`src/hdl/sbs_consts.svh`:
```
`ifndef SBS_CONSTS_SVH
`define SBS_CONSTS_SVH

// register indexes; byte address is four times the index
`define SBS_IDX_HOST_CFG_RD 8'h20
`define SBS_IDX_HOST_CFG_WR 8'ha0
`define SBS_IDX_PER_CFG_WR 8'hba
`define SBS_IDX_PER_CFG_RD 8'hbb
`define SBS_IDX_IRQ_STATUS 8'hc0
`define SBS_IDX_IRQ_CLEAR 8'hc1
`define SBS_IDX_IRQ_ENABLE 8'hc2
`define SBS_IDX_CONTROL 8'hc3
`define SBS_IDX_LINE_STATUS 8'hc4

// hardware configuration field positions
`define SBS_CFG_INT_POL 0
`define SBS_CFG_DREQ_POL 1
`define SBS_CFG_DACK_POL 2
`define SBS_CFG_MERGE_IRQ 3
`define SBS_CFG_MERGE_DMA 4
`define SBS_CFG_INT_EN 5

// writable bits and reset values
`define SBS_HOST_CFG_MASK 16'h003f
`define SBS_PER_CFG_MASK 16'h0027
`define SBS_CFG_RST 16'h0000

// interrupt status bit positions
`define SBS_EV_HOST_WAKE 0
`define SBS_EV_PER_WAKE 1
`define SBS_EV_HOST_GRANT 2
`define SBS_EV_PER_GRANT 3

// control register bit
`define SBS_CTL_POWER_ON 0

// timing
`define SBS_CLK_PERIOD_NS 4
`define SBS_WAKE_FILT_NS 20
`define SBS_WAKE_FILT_CYC \
    ((`SBS_WAKE_FILT_NS + `SBS_CLK_PERIOD_NS - 1) / `SBS_CLK_PERIOD_NS)

`endif

```
`src/hdl/sbs_pkg.sv`:
```
package sbs_pkg;

    // apb request from the master
    typedef struct packed {
        logic psel;
        logic penable;
        logic pwrite;
        logic [11:0] paddr;
        logic [31:0] pwdata;
    } sbs_apb_req_s;

    // open-drain pin drive
    typedef struct packed {
        logic out;
        logic oe;
    } sbs_od_s;

    typedef enum logic [1:0] {
        SBS_SW_DRIVE,
        SBS_SW_SETTLE,
        SBS_SW_ARMED,
        SBS_SW_FILTER
    } sbs_sw_e;

    // sleep/wake pin state
    typedef struct packed {
        logic meta;
        logic sync;
        sbs_sw_e st;
        logic [3:0] cnt;
        logic oe;
        logic wake;
        logic level;
    } sbs_sw_s;

    // main block state
    typedef struct packed {
        logic [15:0] host_cfg;
        logic [15:0] per_cfg;
        logic [3:0] irq_stat;
        logic [3:0] irq_en;
        logic power_on;
        logic dack_h_meta;
        logic dack_h_sync;
        logic dack_p_meta;
        logic dack_p_sync;
        logic dreq_h;
        logic dreq_p;
        logic irq_h;
        logic irq_p;
        logic grant_h;
        logic grant_p;
        logic sb_irq;
        logic psw_oe;
        logic pready;
        logic pslverr;
        logic [31:0] prdata;
    } sbs_main_s;

endpackage : sbs_pkg

```
`src/hdl/sbs_sideband.sv`:
```
// Summary of operation
// - host dma ack decoded with programmed level
// - periph dma ack decoded with programmed level
// - host irq pin shows host events, configured
// - irq merge puts both irqs on host
// - periph irq pin shows periph events, configured
// - host sleep pin released in suspend
// - periph sleep pin released in suspend
// - power switch driven low turns vbus on
// - power switch released high turns vbus off
// - switch serves external charge pump supply
// - dma merge routes both channels host pins
//
// Our own choices: register access over APB and the placing of the registers.
`include "sbs_consts.svh"

module sbs_sideband (
    input wire logic pclk,
    input wire logic presetn,
    input sbs_pkg::sbs_apb_req_s apb,
    output logic [31:0] prdata,
    output logic pready,
    output logic pslverr,
    input wire logic host_ctrl_irq,
    input wire logic periph_ctrl_irq,
    input wire logic host_ctrl_dma_req,
    input wire logic periph_ctrl_dma_req,
    input wire logic host_ctrl_suspend,
    input wire logic periph_ctrl_suspend,
    output logic host_ctrl_dma_grant,
    output logic periph_ctrl_dma_grant,
    output logic host_ctrl_wake,
    output logic periph_ctrl_wake,
    input wire logic dma_ack_host,
    input wire logic dma_ack_periph,
    output logic dma_req_host,
    output logic dma_req_periph,
    output logic irq_host_out,
    output logic irq_periph_out,
    input wire logic host_sleep_wake_in,
    output sbs_pkg::sbs_od_s host_sleep_wake,
    input wire logic periph_sleep_wake_in,
    output sbs_pkg::sbs_od_s periph_sleep_wake,
    output sbs_pkg::sbs_od_s port1_power_switch_n,
    output logic sb_irq
);
    import sbs_pkg::*;

    sbs_main_s q;
    sbs_main_s d;
    logic host_wake;
    logic per_wake;
    logic host_level;
    logic per_level;

    // register address match for a word index
    function automatic logic sbs_hit(input logic [11:0] addr,
                                     input logic [7:0] idx);
        sbs_hit = (addr == {2'b00, idx, 2'b00});
    endfunction : sbs_hit

    // drive a pin at its programmed active level
    function automatic logic sbs_level(input logic active,
                                       input logic pol_high);
        sbs_level = pol_high ? active : ~active;
    endfunction : sbs_level

    // host sleep/wake pin
    sbs_sleep_wake u_host_sw (
        .pclk(pclk),
        .presetn(presetn),
        .suspend(host_ctrl_suspend),
        .pin_in(host_sleep_wake_in),
        .pin(host_sleep_wake),
        .wake(host_wake),
        .level(host_level)
    );

    // peripheral sleep/wake pin
    sbs_sleep_wake u_per_sw (
        .pclk(pclk),
        .presetn(presetn),
        .suspend(periph_ctrl_suspend),
        .pin_in(periph_sleep_wake_in),
        .pin(periph_sleep_wake),
        .wake(per_wake),
        .level(per_level)
    );

    // next state of the whole block
    always_comb
    begin
        logic merge_dma;
        logic merge_irq;
        logic ack_h;
        logic ack_p;
        logic req_h;
        logic req_p;
        logic irq_h;
        logic irq_p;
        logic acc;
        logic wr;
        logic [3:0] ev;
        logic [3:0] clr;
        logic [31:0] rd;
        logic mapped;
        merge_dma = 1'b0;
        merge_irq = 1'b0;
        ack_h = 1'b0;
        ack_p = 1'b0;
        req_h = 1'b0;
        req_p = 1'b0;
        irq_h = 1'b0;
        irq_p = 1'b0;
        acc = 1'b0;
        wr = 1'b0;
        ev = 4'h0;
        clr = 4'h0;
        rd = 32'h0000_0000;
        mapped = 1'b0;
        d = q;

        merge_dma = q.host_cfg[`SBS_CFG_MERGE_DMA];
        merge_irq = q.host_cfg[`SBS_CFG_MERGE_IRQ];

        // two-stage synchronisers for the acknowledge pins
        d.dack_h_meta = dma_ack_host;
        d.dack_h_sync = q.dack_h_meta;
        d.dack_p_meta = dma_ack_periph;
        d.dack_p_sync = q.dack_p_meta;

        // acknowledge decoded at its programmed level
        ack_h = (q.dack_h_sync == q.host_cfg[`SBS_CFG_DACK_POL]);
        ack_p = (q.dack_p_sync == q.per_cfg[`SBS_CFG_DACK_POL]);

        // request and grant routing, merged onto host pins if selected
        if (merge_dma)
        begin
            req_h = host_ctrl_dma_req | periph_ctrl_dma_req;
            req_p = 1'b0;
            d.grant_h = ack_h & host_ctrl_dma_req;
            d.grant_p = ack_h & ~host_ctrl_dma_req
                & periph_ctrl_dma_req;
        end
        else
        begin
            req_h = host_ctrl_dma_req;
            req_p = periph_ctrl_dma_req;
            d.grant_h = ack_h & host_ctrl_dma_req;
            d.grant_p = ack_p & periph_ctrl_dma_req;
        end
        d.dreq_h = sbs_level(req_h, q.host_cfg[`SBS_CFG_DREQ_POL]);
        d.dreq_p = sbs_level(req_p, q.per_cfg[`SBS_CFG_DREQ_POL]);

        // interrupt pins, periph merged onto host pin if selected
        irq_h = q.host_cfg[`SBS_CFG_INT_EN]
            & (host_ctrl_irq | (merge_irq & periph_ctrl_irq));
        irq_p = q.per_cfg[`SBS_CFG_INT_EN] & ~merge_irq
            & periph_ctrl_irq;
        d.irq_h = sbs_level(irq_h, q.host_cfg[`SBS_CFG_INT_POL]);
        d.irq_p = sbs_level(irq_p, q.per_cfg[`SBS_CFG_INT_POL]);

        // power switch: drive low for on, release for off
        d.psw_oe = q.power_on;

        // apb: one wait state, effect at the completing edge
        acc = apb.psel & apb.penable & q.pready;
        wr = acc & apb.pwrite;
        d.pready = apb.psel & apb.penable & ~q.pready;

        // read mux and address decode
        if (sbs_hit(apb.paddr, `SBS_IDX_HOST_CFG_RD)
            || sbs_hit(apb.paddr, `SBS_IDX_HOST_CFG_WR))
        begin
            mapped = 1'b1;
            rd = {16'h0000, q.host_cfg};
        end
        else if (sbs_hit(apb.paddr, `SBS_IDX_PER_CFG_RD)
            || sbs_hit(apb.paddr, `SBS_IDX_PER_CFG_WR))
        begin
            mapped = 1'b1;
            rd = {16'h0000, q.per_cfg};
        end
        else if (sbs_hit(apb.paddr, `SBS_IDX_IRQ_STATUS))
        begin
            mapped = 1'b1;
            rd = {28'h000_0000, q.irq_stat};
        end
        else if (sbs_hit(apb.paddr, `SBS_IDX_IRQ_CLEAR))
        begin
            mapped = 1'b1;
            rd = 32'h0000_0000;
        end
        else if (sbs_hit(apb.paddr, `SBS_IDX_IRQ_ENABLE))
        begin
            mapped = 1'b1;
            rd = {28'h000_0000, q.irq_en};
        end
        else if (sbs_hit(apb.paddr, `SBS_IDX_CONTROL))
        begin
            mapped = 1'b1;
            rd = {31'h0000_0000, q.power_on};
        end
        else if (sbs_hit(apb.paddr, `SBS_IDX_LINE_STATUS))
        begin
            mapped = 1'b1;
            rd = {24'h00_0000, q.psw_oe, q.dreq_p, q.dreq_h, ack_p, ack_h,
                per_level, host_level, host_ctrl_suspend};
        end
        else
        begin
            mapped = 1'b0;
            rd = 32'h0000_0000;
        end

        if (d.pready)
        begin
            d.prdata = apb.pwrite ? 32'h0000_0000 : rd;
            d.pslverr = ~mapped;
        end
        else
        begin
            d.prdata = 32'h0000_0000;
            d.pslverr = 1'b0;
        end

        // register writes
        if (wr && mapped)
        begin
            if (sbs_hit(apb.paddr, `SBS_IDX_HOST_CFG_RD)
                || sbs_hit(apb.paddr, `SBS_IDX_HOST_CFG_WR))
            begin
                d.host_cfg = apb.pwdata[15:0] & `SBS_HOST_CFG_MASK;
            end
            else if (sbs_hit(apb.paddr, `SBS_IDX_PER_CFG_RD)
                || sbs_hit(apb.paddr, `SBS_IDX_PER_CFG_WR))
            begin
                d.per_cfg = apb.pwdata[15:0] & `SBS_PER_CFG_MASK;
            end
            else if (sbs_hit(apb.paddr, `SBS_IDX_IRQ_CLEAR))
            begin
                clr = apb.pwdata[3:0];
            end
            else if (sbs_hit(apb.paddr, `SBS_IDX_IRQ_ENABLE))
            begin
                d.irq_en = apb.pwdata[3:0];
            end
            else if (sbs_hit(apb.paddr, `SBS_IDX_CONTROL))
            begin
                d.power_on = apb.pwdata[`SBS_CTL_POWER_ON];
            end
        end

        // sticky events; a new event beats a clear in the same cycle
        ev[`SBS_EV_HOST_WAKE] = host_wake;
        ev[`SBS_EV_PER_WAKE] = per_wake;
        ev[`SBS_EV_HOST_GRANT] = d.grant_h & ~q.grant_h;
        ev[`SBS_EV_PER_GRANT] = d.grant_p & ~q.grant_p;
        d.irq_stat = (q.irq_stat & ~clr) | ev;
        d.sb_irq = |(d.irq_stat & d.irq_en);
    end

    // state register; pins start at their inactive levels
    always_ff @(posedge pclk or negedge presetn)
    begin
        if (!presetn)
        begin
            q <= '0;
            q.host_cfg <= `SBS_CFG_RST;
            q.per_cfg <= `SBS_CFG_RST;
            q.dreq_h <= 1'b1;
            q.dreq_p <= 1'b1;
            q.irq_h <= 1'b1;
            q.irq_p <= 1'b1;
        end
        else
        begin
            q <= d;
        end
    end

    // outputs straight from the state register
    assign prdata = q.prdata;
    assign pready = q.pready;
    assign pslverr = q.pslverr;
    assign host_ctrl_dma_grant = q.grant_h;
    assign periph_ctrl_dma_grant = q.grant_p;
    assign dma_req_host = q.dreq_h;
    assign dma_req_periph = q.dreq_p;
    assign irq_host_out = q.irq_h;
    assign irq_periph_out = q.irq_p;
    assign port1_power_switch_n = '{out: 1'b0, oe: q.psw_oe};
    assign sb_irq = q.sb_irq;
    assign host_ctrl_wake = host_wake;
    assign periph_ctrl_wake = per_wake;

endmodule : sbs_sideband

```
`src/hdl/sbs_sleep_wake.sv`:
```
`include "sbs_consts.svh"

module sbs_sleep_wake (
    input wire logic pclk,
    input wire logic presetn,
    input wire logic suspend,
    input wire logic pin_in,
    output sbs_pkg::sbs_od_s pin,
    output logic wake,
    output logic level
);
    import sbs_pkg::*;

    localparam logic [3:0] FILT_CYC = 4'(`SBS_WAKE_FILT_CYC);

    sbs_sw_s q;
    sbs_sw_s d;

    // drive low while awake, release in suspend, watch for a low pulse
    always_comb
    begin
        d = q;
        d.meta = pin_in;
        d.sync = q.meta;
        d.level = q.sync;
        d.wake = 1'b0;
        case (q.st)
            SBS_SW_DRIVE:
            begin
                if (suspend)
                begin
                    d.st = SBS_SW_SETTLE;
                end
            end
            SBS_SW_SETTLE:
            begin
                // wait for the pull-up so our own low is not a wake
                if (!suspend)
                begin
                    d.st = SBS_SW_DRIVE;
                end
                else if (q.sync)
                begin
                    d.st = SBS_SW_ARMED;
                end
            end
            SBS_SW_ARMED:
            begin
                if (!suspend)
                begin
                    d.st = SBS_SW_DRIVE;
                end
                else if (!q.sync)
                begin
                    d.st = SBS_SW_FILTER;
                    d.cnt = 4'h1;
                end
            end
            SBS_SW_FILTER:
            begin
                // low must last the filter time; shorter is a glitch
                if (!suspend)
                begin
                    d.st = SBS_SW_DRIVE;
                end
                else if (q.sync)
                begin
                    d.st = SBS_SW_ARMED;
                end
                else if (q.cnt >= FILT_CYC - 4'h1)
                begin
                    d.wake = 1'b1;
                    d.st = SBS_SW_DRIVE;
                end
                else
                begin
                    d.cnt = q.cnt + 4'h1;
                end
            end
            default:
            begin
                d.st = SBS_SW_DRIVE;
            end
        endcase
        d.oe = (d.st == SBS_SW_DRIVE);
    end

    // state register
    always_ff @(posedge pclk or negedge presetn)
    begin
        if (!presetn)
        begin
            q <= '0;
            q.st <= SBS_SW_DRIVE;
            q.oe <= 1'b1;
        end
        else
        begin
            q <= d;
        end
    end

    assign pin = '{out: 1'b0, oe: q.oe};
    assign wake = q.wake;
    assign level = q.level;

endmodule : sbs_sleep_wake

```
`config.mk`:
```
export PLATFORM = sky130hd
export DESIGN_NAME = sbs_sideband
export DESIGN_NICKNAME = d
export VERILOG_FILES = /design/src/hdl/sbs_pkg.sv /design/src/hdl/sbs_sideband.sv /design/src/hdl/sbs_sleep_wake.sv
export VERILOG_INCLUDE_DIRS = /design/src /design/src/hdl
export SDC_FILE = /design/constraint.sdc
export NUM_CORES = 1
export LEC_CHECK = 0
export BUFFER_PORTS_ARGS = -buffer_cell sky130_fd_sc_hd__buf_2
export CAP_MARGIN = 0
export CORE_MARGIN = 4
export CORE_UTILIZATION = 35
export DETAILED_ROUTE_END_ITERATION = 10
export REMOVE_ABC_BUFFERS = 1
export SYNTH_ARGS = -nofsm -noshare
export SYNTH_HDL_FRONTEND = slang
export SYNTH_HIERARCHICAL = 1
export SYNTH_SLANG_ARGS = --single-unit
export TNS_END_PERCENT = 50
```
`constraint.sdc`:
```
create_clock -name pclk -period 2 [get_ports pclk]
set_input_delay 0.6 -clock pclk [delete_from_list [all_inputs] [get_ports pclk]]
set_output_delay 0.6 -clock pclk [all_outputs]
set_load 0.02 [all_outputs]
```
==> results of run 1 <==
## per-stage QoR
step	hold WS (ns)	TNS, ns	cells	total power, uW
finish	0.244	0	473	3090
global route	0.270	0	473	3270
CTS	0.266	0	473	3140
detailed placement	0.344	-3.32	457	1890
global placement	0.333	-3.25	457	1870
floorplan	0.304	-0.846	263	1710
## power groups by stage
stage | Combinational [uW] | Clock, uW | Sequential (uW)
3_3_place_gp | 394 | 0 | 1480
5_1_grt | 467 | 1330 | 1470
2_1_floorplan | 239 | 0 | 1470
4_1_cts | 410 | 1270 | 1460
6_report | 402 | 1230 | 1460
3_5_place_dp | 409 | 0 | 1480
## synth_stat cells, drive strengths merged, types with 5 or more instances
library cell | n | area [um2]
a21oi | 10 | 50.1
buf | 40 | 295
dfrtp | 57 | 1430
dfstp | 6 | 158
inv | 5 | 18.8
mux2 | 14 | 158
nand2 | 25 | 93.8
nand3 | 8 | 40.0
nor2 | 20 | 90.1
nor3 | 8 | 40.0
nor3b | 6 | 66.3
nor4 | 5 | 46.3
o21ai | 9 | 52.6
## layer usage
layer	part of all wire, %	track usage, %
met5	0	0
met1	45	17.5
met2	47	20.8
met3	6.8	4.16
met4	1.3	4.34
## registers in the layout (all words and copies together), names as in the netlist, 2 cells and up
signal       flops
q               20
u_host_sw/d      2
prdata           8
u_per_sw/d       2
u_per_sw/q       6
u_host_sw/q      6
d                3
## layout make-up
| type | count | area [um2] | area share (%) |
|---|---|---|---|
| multi-input cells | 195 | 1310 | 34.6 |
| well taps | 108 | 135 | 3.56 |
| inverters | 5 | 18.8 | 0.494 |
| flip-flops and latches | 63 | 1580 | 41.7 |
| repair buffers | 86 | 523 | 13.8 |
| clock inverters | 5 | 81.3 | 2.14 |
| clock buffers | 11 | 141 | 3.72 |
## critical path, stage by stage
cell,delay (ns)
buf_2,0.11
or3_4,0.42
nand4b_1,0.32
o21ai_1,0.24
a21boi_0,0.11
a2111o_1,0.35
## path summary, 6_finish.rpt
kind | slack, ns | to
worst min register to register | 0.36 | u_per_sw/d[0]$_DFF_PN0_
max in group asynchronous | 1.41 | u_per_sw/pin[0]$_DFF_PN1_
worst min-delay path | 0.24 | port1_power_switch_n[0]$_DFF_PN0_
worst max-delay path | 0.07 | sb_irq$_DFF_PN0_
worst max register to register | 0.12 | sb_irq$_DFF_PN0_
min in group pclk | 0.36 | u_per_sw/d[0]$_DFF_PN0_
## cell families (layout without fill, tap and decap cells)
group	count (synthesis)	count (layout)
DFF	63	63
muxes	14	14
AOI/OAI and AO/OA	45	45
other	3	27
and+or+nand+nor	101	101
buffers and inverters	46	107
xor gates and xnor gates	6	6
adders and majority gates	2	2
## repair_timing
action / 4_1_cts / 5_1_grt
endpoints found under the hold margin: 0 / 0
gates resized for setup: 0 / 7
endpoints found under the setup margin: 0 / 1
==> key figures, run 1 <==
Outcome
  • Status: completed

Clock network
  • Clk root buf: clkbuf_8
  • CTS sink cnt: 63
  • Post CTS Setup Buffer Count: 0
  • H-Tree Depth: 3
  • Clock tree buffer depth: 2
  • Worst-skew pair later-pin latency: 0.34 ns
  • Num CTS Buffers: 9
  • Cts hold-fix bufs: 0
  • Clk slew on worst S/H paths: 0.08 ns
  • CTS tree: done

Setup path
  • Critical path capture point type: flip-flop
  • CP Class: input pin to flip-flop
  • Startpoint Class: input pin
  • Critical path origin: apb[39]
  • Arr. time, crit path: 2.15 ns
  • Critical Path RT: around 2.2 ns
  • CP Max Fanout: 5
  • Worst reg2reg startpoint: pready$_DFF_PN0_
  • Reg2reg path depth: 6

Detailed routing
  • DR WL/cell: between 10 and 15 um
  • Total Wirelength: ~6600 um
  • Drt drc: 0
  • Initial DRC Count: 61
  • DRT Pass-1 Iters: 4
  • Post-DR vias/cell: ~4.7
  • Post-route ant nets: 0
  • Vias: 2227

Pwr
  • Pint: 2280 uW
  • Clock power frac: 39.8%
  • Sw Ratio: 26.3%
  • Seq pwr share: 47.2%
  • VDD IR max: 0.488 mV
  • PwrDens: 814 mW/mm2
  • P_leak: 0.00184 uW
  • Logic gate share of total power: a little over an eighth
  • Total net switching power: 812 uW

GRT
  • Largest net degree at the start of global routing: 64
  • Antenna violations before repair: 0
  • First-pass GRT wire length: 10600 um
  • Vias in the first global route: 2166
  • Total GRT Usage: 13.2%
  • GR Overflow Total: 0

Synthesis
  • Post-synth EDFFs: 0
  • Unique masters post-synth: 56
  • Compound-gate portion of the synthesized area: 10.5%
  • Post-synthesis mux area share: 5.06%
  • Register area share after synthesis: 50.8%
  • Largest family of logic cells by synthesized area: simple AND/OR/NAND/NOR gates
  • Most common flop cell mapped by yosys: dfrtp_1
  • Cell Area, Synth: 0.00312 mm2
  • FF+latch count, synth: 63
  • Post-synthesis simple-gate area fraction: around a fifth
  • Avg Synthesized Cell Area: 11.1 um2
  • Post-synthesis xor/xnor area fraction: ~1.7%
  • Post-Synth Adder-Cell Area: less than 1%
  • FFs w/ async S/R, synth: 100%
  • Cell count after synthesis: 280
  • Ys Warns: 6

Cells and area
  • Final core utilization: a little over two fifths
  • Final net count: approximately 420
  • Most frequent cells in the layout: dfrtp_1 (57), buf_2 (54), buf_4 (31)
  • Area Overhead vs Synth: 21.7%
  • Leading cell type in the layout, fill and taps excluded: dfrtp_1
  • Final instance area: approximately 0.0038 mm2
  • Diode count: 0
  • Layout cell share with drive strength beyond 1: 39.2%
  • FILL cells: roughly 840

Run
  • Maxcap violations: 0

Timing
  • Max Slew Vio Count: 0
  • Maximum clock rate: 517 MHz
  • Unrepaired setup endpoints after global routing: no
  • Final worst path period share: 96.7%
  • Setup violators final: 0
  • Fin. Hold Viols: 0
  • Final Skew: 0.0114 ns
  • Setup ws final: 0.0653 ns
  • Final Critical Period: 1.93 ns

Hold path
  • HP Class: input pin to asynchronous set/reset pin

Placement
  • Buffers on Ports: 54
  • Worst slack at placement: -0.342 ns
  • Hpwl dp: 5030 um
  • Final GP Congestion: 0.860
  • Cell Area, Placed: 0.00357 mm2

Floorplanning
  • Die area: 0.0105 mm2
  • Chip Height: 102 um
  • CORE AREA: 0.00868 mm2
  • Initial Util: 35.9%
  • Die Width: 102 um
  • IO Pins: ~110
  • Std-Cell Rows: 34
Note: power is estimated with default switching activity, not from simulation.
==> inputs of run 2 (changes only) <==
--- a/config.mk
+++ b/config.mk
@@ -11,6 +11,7 @@
 export CORE_MARGIN = 4
 export CORE_UTILIZATION = 35
 export DETAILED_ROUTE_END_ITERATION = 10
+export PLACE_DENSITY = 0.68
 export REMOVE_ABC_BUFFERS = 1
 export SYNTH_ARGS = -nofsm -noshare
 export SYNTH_HDL_FRONTEND = slang
==> key figures, run 2 (synthesis gave the netlist of run 1 again) <==
Setup path
  • CP Class: input pin to flip-flop
  • Reg2reg path depth: 5 (-1)
  • CP Max Fanout: 4 (-1)
  • Flop-to-flop setup slack: 0.15 ns (+0.03 ns)
  • Critical path origin: apb[37]
  • Worst Setup EP: sb_irq$_DFF_PN0_
  • Worst reg2reg startpoint: pready$_DFF_PN0_
  • Critical Path Max Stage Delay: 0.41 ns (about the same)
  • Critical Path RT: 2.22 ns (about the same)
  • Startpoint Class: input pin
  • CP max-delay cell: or3_4
  • CP Cell Sequence: buf_2, or3_4, nor4_4, a41oi_2, a21boi_0, a2111o_1
  • Critical path capture point type: flip-flop
  • Reg2reg end: sb_irq$_DFF_PN0_
  • Arr. time, crit path: 2.15 ns (about the same)

Cells and area
  • Multi-input gate area: 0.00131 mm2 (-0.48%)
  • FILL cells: 821 (-1.9%)
  • Final net count: 424 (+0.71%)
  • Layout cell share with drive strength beyond 1: 39.4% (+0.22 points)
  • Diode count: 0 (unchanged)
  • Final instance area: 0.00384 mm2 (+1.3%)
  • Most frequent cells in the layout: dfrtp_1 (57), buf_2 (54), buf_4 (33)
  • Most flop-heavy register: q
  • Reg area: 0.00158 mm2 (unchanged)
  • Final core utilization: 44.3% (+0.55 points)
  • Leading cell type in the layout, fill and taps excluded: dfrtp_1
  • Max FFs per register: 20 (unchanged)
  • Area Overhead vs Synth: 23.3%

Floorplanning
  • Die area: 0.0105 mm2 (unchanged)
  • Initial Util: 35.9% (unchanged)
  • Chip Height: 102 um (unchanged)
  • Die Width: 102 um (unchanged)
  • IO Pins: 108 (unchanged)
  • CORE AREA: 0.00868 mm2 (unchanged)
  • Std-Cell Rows: 34 (unchanged)

Pwr
  • Clock power frac: 41.3% (+1.5 points)
  • Sw Ratio: 26.0% (-0.30 points)
  • Logic gate share of total power: 12.9% (about the same)
  • Total net switching power: 826 uW (+1.7%)
  • VDD IR max: 0.367 mV (-25%)
  • Seq pwr share: 45.8% (-1.4 points)
  • Total power: 3180 uW (+2.9%)
  • PwrDens: 827 mW/mm2 (+1.6%)
  • Pint: 2350 uW (+3.3%)
  • P_leak: 0.00187 uW (+1.5%)

Placement
  • Worst slack at placement: -0.325 ns (+0.0162 ns)
  • Cell Area, Placed: 0.00360 mm2 (+0.98%)
  • Hpwl dp: 5200 um (+3.4%)
  • Final GP Congestion: 0.882 (+2.6%)
  • Buffers on Ports: 54 (unchanged)

Outcome
  • Status: completed

Detailed routing
  • Initial DRC Count: 70 (+15%)
  • DRT Pass-1 Iters: 4 (unchanged)
  • Post-DR vias/cell: 4.68 (-0.67%)
  • DR WL/cell: 14.3 um (+2.3%)
  • Total Wirelength: 6780 um (+2.9%)
  • Drt drc: 0 (unchanged)
  • Post-route ant nets: 0 (unchanged)
  • Vias: 2226 (-0.045%)

Run
  • Maxcap violations: 0 (unchanged)

Timing
  • Setup ws final: 0.0675 ns (+0.00214 ns)
  • Unrepaired setup endpoints after global routing: no
  • Slew headroom: a little under two thirds
  • Setup_tns: 0 ns (unchanged)
  • Max Slew Vio Count: 0 (unchanged)
  • Final Critical Period: 1.93 ns (-0.00214 ns)
  • Final Skew: 0.0118 ns (+0.000352 ns)
  • Final worst path period share: 96.6% (-0.11 points)
  • Fin. Hold Viols: 0 (unchanged)
  • Setup violators final: 0 (unchanged)
  • Maximum clock rate: 517 MHz (+0.11%)
  • Least-Margin Pin Slew: 0.544 ns

Clock network
  • CTS tree: done
  • H-Tree Depth: 3 (unchanged)
  • Worst-skew pair later-pin latency: 0.34 ns (about the same)
  • Cts hold-fix bufs: 0 (unchanged)
  • Clk root buf: clkbuf_8
  • Clock tree buffer depth: 2 (unchanged)
  • Num CTS Buffers: 9 (unchanged)
  • CTS sink cnt: 63 (unchanged)
  • Clk slew on worst S/H paths: 0.08 ns (about the same)

GRT
  • Total GRT Usage: 13.2% (-0.044 points)
  • Antenna violations before repair: 0 (unchanged)
  • Vias in the first global route: 2126 (-1.8%)
  • GR Overflow Total: 0 (unchanged)
  • Largest net degree at the start of global routing: 25 (-61%)
  • First-pass GRT wire length: 10500 um (-1.0%)

Hold path
  • HP Class: input pin to asynchronous set/reset pin
-- run 2: per-layer routing --
layer | part of all wire (%) | track usage (%) | routed length (um) | vias up
met3 | 9.1 | 5.26 | 614 | 6
met2 | 46 | 20.0 | 3120 | 89
met4 | 0.69 | 3.83 | 47 | 0
met5 | 0 | 0 | 0 | -
met1 | 44 | 17.5 | 3000 | 1043
li1 | - | - | - | 1088
-- run 2: worst min path at each step --
stage / start / end / slack (ns)
6_report: presetn / prdata[7]$_DFF_PN0_ / 0.23
5_1_grt: presetn / prdata[7]$_DFF_PN0_ / 0.25
4_1_cts: presetn / prdata[7]$_DFF_PN0_ / 0.24
3_5_place_dp: u_host_sw/d[9]$_DFF_PN0_ / u_host_sw/d[0]$_DFF_PN0_ / 0.34
3_3_place_gp: u_host_sw/d[9]$_DFF_PN0_ / u_host_sw/d[0]$_DFF_PN0_ / 0.33
2_1_floorplan: presetn / d[34]$_DFFE_PN0P_ / 0.30
-- run 2: power by group through the flow --
stage	sequential, uW	clock, uW	combinational [uW]
after floorplan	1470	0	239
after detailed placement	1480	0	413
final	1460	1310	410
after CTS	1460	1350	413
after global routing	1470	1400	466
after global placement	1480	0	402
-- run 2: final cells by class --
class                      instances  area share [%]
tap                              108            3.52
timing repair buffer              89            14.5
clock buffer                      12            4.30
inverter                           5           0.488
multi-input combinational        195            34.0
clock inverter                     4            1.99
sequential                        63            41.2
-- run 2: critical path, delay by kind of cell --
kind | cells | cell delay (ns)
AO/OA/AOI/OAI | 3 | 0.74
AND/OR/NAND/NOR | 2 | 0.71
buffers and inverters | 1 | 0.11
-- run 2: repair_timing --
action                                  in CTS  in global routing
setup buffers                                0                  0
gates resized for setup                      0                  2
endpoints found under the setup margin       0                  1
-- run 2: metrics by stage --
step | cells | hold WS [ns]
floorplan | 263 | 0.304
global placement | 460 | 0.333
detailed placement | 460 | 0.337
CTS | 476 | 0.239
global route | 476 | 0.254
finish | 476 | 0.231
==> inputs of run 3 (changes only) <==
==> constraint.sdc (replaced) <==
create_clock -name pclk -period 2.05 [get_ports pclk]
set_input_delay 0.615 -clock pclk [delete_from_list [all_inputs] [get_ports pclk]]
set_output_delay 0.615 -clock pclk [all_outputs]
set_load 0.02 [all_outputs]
==> key figures, run 3 (synthesis gave the netlist of run 1 again) <==
Detailed routing
  • Drt drc: 0 (unchanged)
  • DR WL/cell: 14.5 um (+1.5%)
  • Post-route ant nets: 0 (unchanged)
  • Post-DR vias/cell: 4.80 (+2.7%)
  • Vias: 2286 (+2.7%)
  • DRT Pass-1 Iters: 4 (unchanged)
  • Total Wirelength: 6890 um (+1.5%)
  • Initial DRC Count: 72 (+2.9%)

Clock network
  • Cts hold-fix bufs: 0 (unchanged)
  • CTS tree: done
  • CTS sink cnt: 63 (unchanged)
  • H-Tree Depth: 3 (unchanged)
  • Worst-skew pair later-pin latency: 0.34 ns (about the same)
  • Num CTS Buffers: 9 (unchanged)
  • Clk root buf: clkbuf_8
  • Clk slew on worst S/H paths: 0.08 ns (about the same)
  • Clock tree buffer depth: 2 (unchanged)

Hold path
  • HP Class: input pin to asynchronous set/reset pin

Setup path
  • Delay-heaviest family, CP: compound AO/OA/AOI/OAI gates
  • Critical Path Max Stage Delay: 0.42 ns (about the same)
  • CP Class: input pin to flip-flop
  • Crit path buf inv count: 1 (unchanged)
  • CP max-delay cell: or3_4
  • Reg2reg path depth: 5 (unchanged)
  • Startpoint Class: input pin
  • CP Cell Sequence: buf_2, or3_4, nand4b_1, o21ai_1, a21boi_0, a2111o_1
  • Critical path origin: apb[37]
  • Reg2reg end: sb_irq$_DFF_PN0_
  • Critical path capture point type: flip-flop
  • Critical Path RT: 2.26 ns (+0.04 ns)
  • Arr. time, crit path: 2.21 ns (+0.06 ns)
  • Flop-to-flop setup slack: 0.17 ns (+0.02 ns)
  • CP Max Fanout: 4 (unchanged)
  • Worst reg2reg startpoint: pready$_DFF_PN0_

Cells and area
  • Diode count: 0 (unchanged)
  • Most frequent cells in the layout: dfrtp_1 (57), buf_2 (54), buf_4 (33)
  • FILL cells: 843 (+2.7%)
  • Leading cell type in the layout, fill and taps excluded: dfrtp_1
  • Most flop-heavy register: q
  • Area Overhead vs Synth: 20.8%
  • Layout cell share with drive strength beyond 1: 39.1% (-0.27 points)
  • Post-Layout Cell Count: 476 (unchanged)
  • Max FFs per register: 20 (unchanged)
  • Final net count: 424 (unchanged)
  • Multi-input gate area: 0.00131 mm2 (unchanged)
  • Reg area: 0.00158 mm2 (unchanged)

Timing
  • Final Skew: 0.0139 ns (+0.00209 ns)
  • Unrepaired setup endpoints after global routing: no
  • Least-Margin Pin Slew: 0.532 ns (-0.0120 ns)
  • Maximum clock rate: 502 MHz
  • Setup violators final: 0 (unchanged)
  • Final Critical Period: 1.99 ns
  • Final worst path period share: 97.2%
  • Fin. Hold Viols: 0 (unchanged)
  • Max Slew Vio Count: 0 (unchanged)
  • Slew headroom: 64.6% (+0.80 points)
  • Setup ws final: 0.0566 ns (-0.0109 ns)
  • WHS: 0.244 ns (+0.0135 ns)

Outcome
  • Status: completed

Placement
  • Buffers on Ports: 54 (unchanged)
  • Final GP Congestion: 0.887 (+0.58%)
  • Placed Cells: 460 (unchanged)
  • Worst slack at placement: -0.304 ns (+0.0214 ns)
  • Hpwl dp: 5320 um (+2.2%)

GRT
  • Met2 usage: 21.0% (+1.0 points)
  • Antenna violations before repair: 0 (unchanged)
  • GR Overflow Total: 0 (unchanged)
  • Grt met1 use: 17.1% (-0.44 points)
  • Total GRT Usage: 13.3% (+0.082 points)
  • Largest net degree at the start of global routing: 25 (unchanged)
  • Vias in the first global route: 2175 (+2.3%)
  • Met3 Use GR: 5.39% (+0.14 points)
  • GRT Max-Usage Layer: met2
  • First-pass GRT wire length: 10700 um (+1.6%)

Pwr
  • Logic gate share of total power: 15.0% (+2.1 points)
  • Sw Ratio: 29.3% (+3.3 points)
  • P_leak: 0.00183 uW (-2.2%)
  • Pint: 1940 uW (-17%)
  • Total net switching power: 806 uW (-2.5%)
  • VDD IR max: 0.319 mV (-13%)
  • Seq pwr share: 51.8% (+6.0 points)
  • PwrDens: 730 mW/mm2 (-12%)
  • Clock power frac: 33.2% (-8.1 points)

Floorplanning
  • Die Width: 102 um (unchanged)
  • CORE AREA: 0.00868 mm2 (unchanged)
  • Die area: 0.0105 mm2 (unchanged)
  • Chip Height: 102 um (unchanged)
  • Initial Util: 35.9% (unchanged)
  • Std-Cell Rows: 34 (unchanged)
  • IO Pins: 108 (unchanged)

Run
  • Maxcap violations: 0 (unchanged)
run 3: per-stage QoR:
step	instance area, um2	setup TNS, ns	util, %	power (uW)
final	3770	0	43.4	2750
after global routing	3770	0	43.4	2890
after CTS	3770	0	43.4	2780
after detailed placement	3600	-2.12	41.5	1860
after global placement	3600	-1.74	41.5	1830
after floorplan	2910	-0.461	-	1670
run 3: worst register-to-register path, delay by kind of cell (launching register included):
kind             cells  cell delay, ns
AO/OA/AOI/OAI        3            0.74
AND/OR/NAND/NOR      2            0.55
flip-flops           1            0.47
run 3: worst max path at each step:
stage | endpoint | cells after the start | slack, ns
6_report | sb_irq$_DFF_PN0_ | 6 | 0.06
5_1_grt | sb_irq$_DFF_PN0_ | 6 | 0.01
4_1_cts | sb_irq$_DFF_PN0_ | 6 | 0.04
3_5_place_dp | sb_irq$_DFF_PN0_ | 6 | -0.30
3_3_place_gp | sb_irq$_DFF_PN0_ | 6 | -0.25
2_1_floorplan | q[71]$_DFFE_PN0P_ | 5 | -0.06
run 3: area by class of cell:
type                    count  share of cell area, %
clock buffers              10                   3.39
clock inverters             6                  0.996
inverters                   5                  0.498
multi-input cells         195                   34.7
flip-flops and latches     63                   42.0
well taps                 108                   3.59
repair buffers             89                   14.8
run 3: per-layer routing:
layer  share of wire [%]  up-vias  routed length, um
li1                    -     1089                  -
met1                  42     1078               2870
met2                  47      107               3270
met3                 9.9       12                679
met4                0.99        0                 68
met5                   0        -                  0
run 3: power by group through the flow:
stage | combinational (uW) | sequential (uW) | clock (uW)
detailed placement | 412 | 1450 | 0
global placement | 392 | 1440 | 0
global route | 460 | 1440 | 997
finish | 411 | 1420 | 913
floorplan | 234 | 1440 | 0
CTS | 412 | 1420 | 949
run 3: repair_timing:
item	CTS	global route
buffers inserted	0	0
gates resized for setup	0	2
setup endpoints to repair	0	1
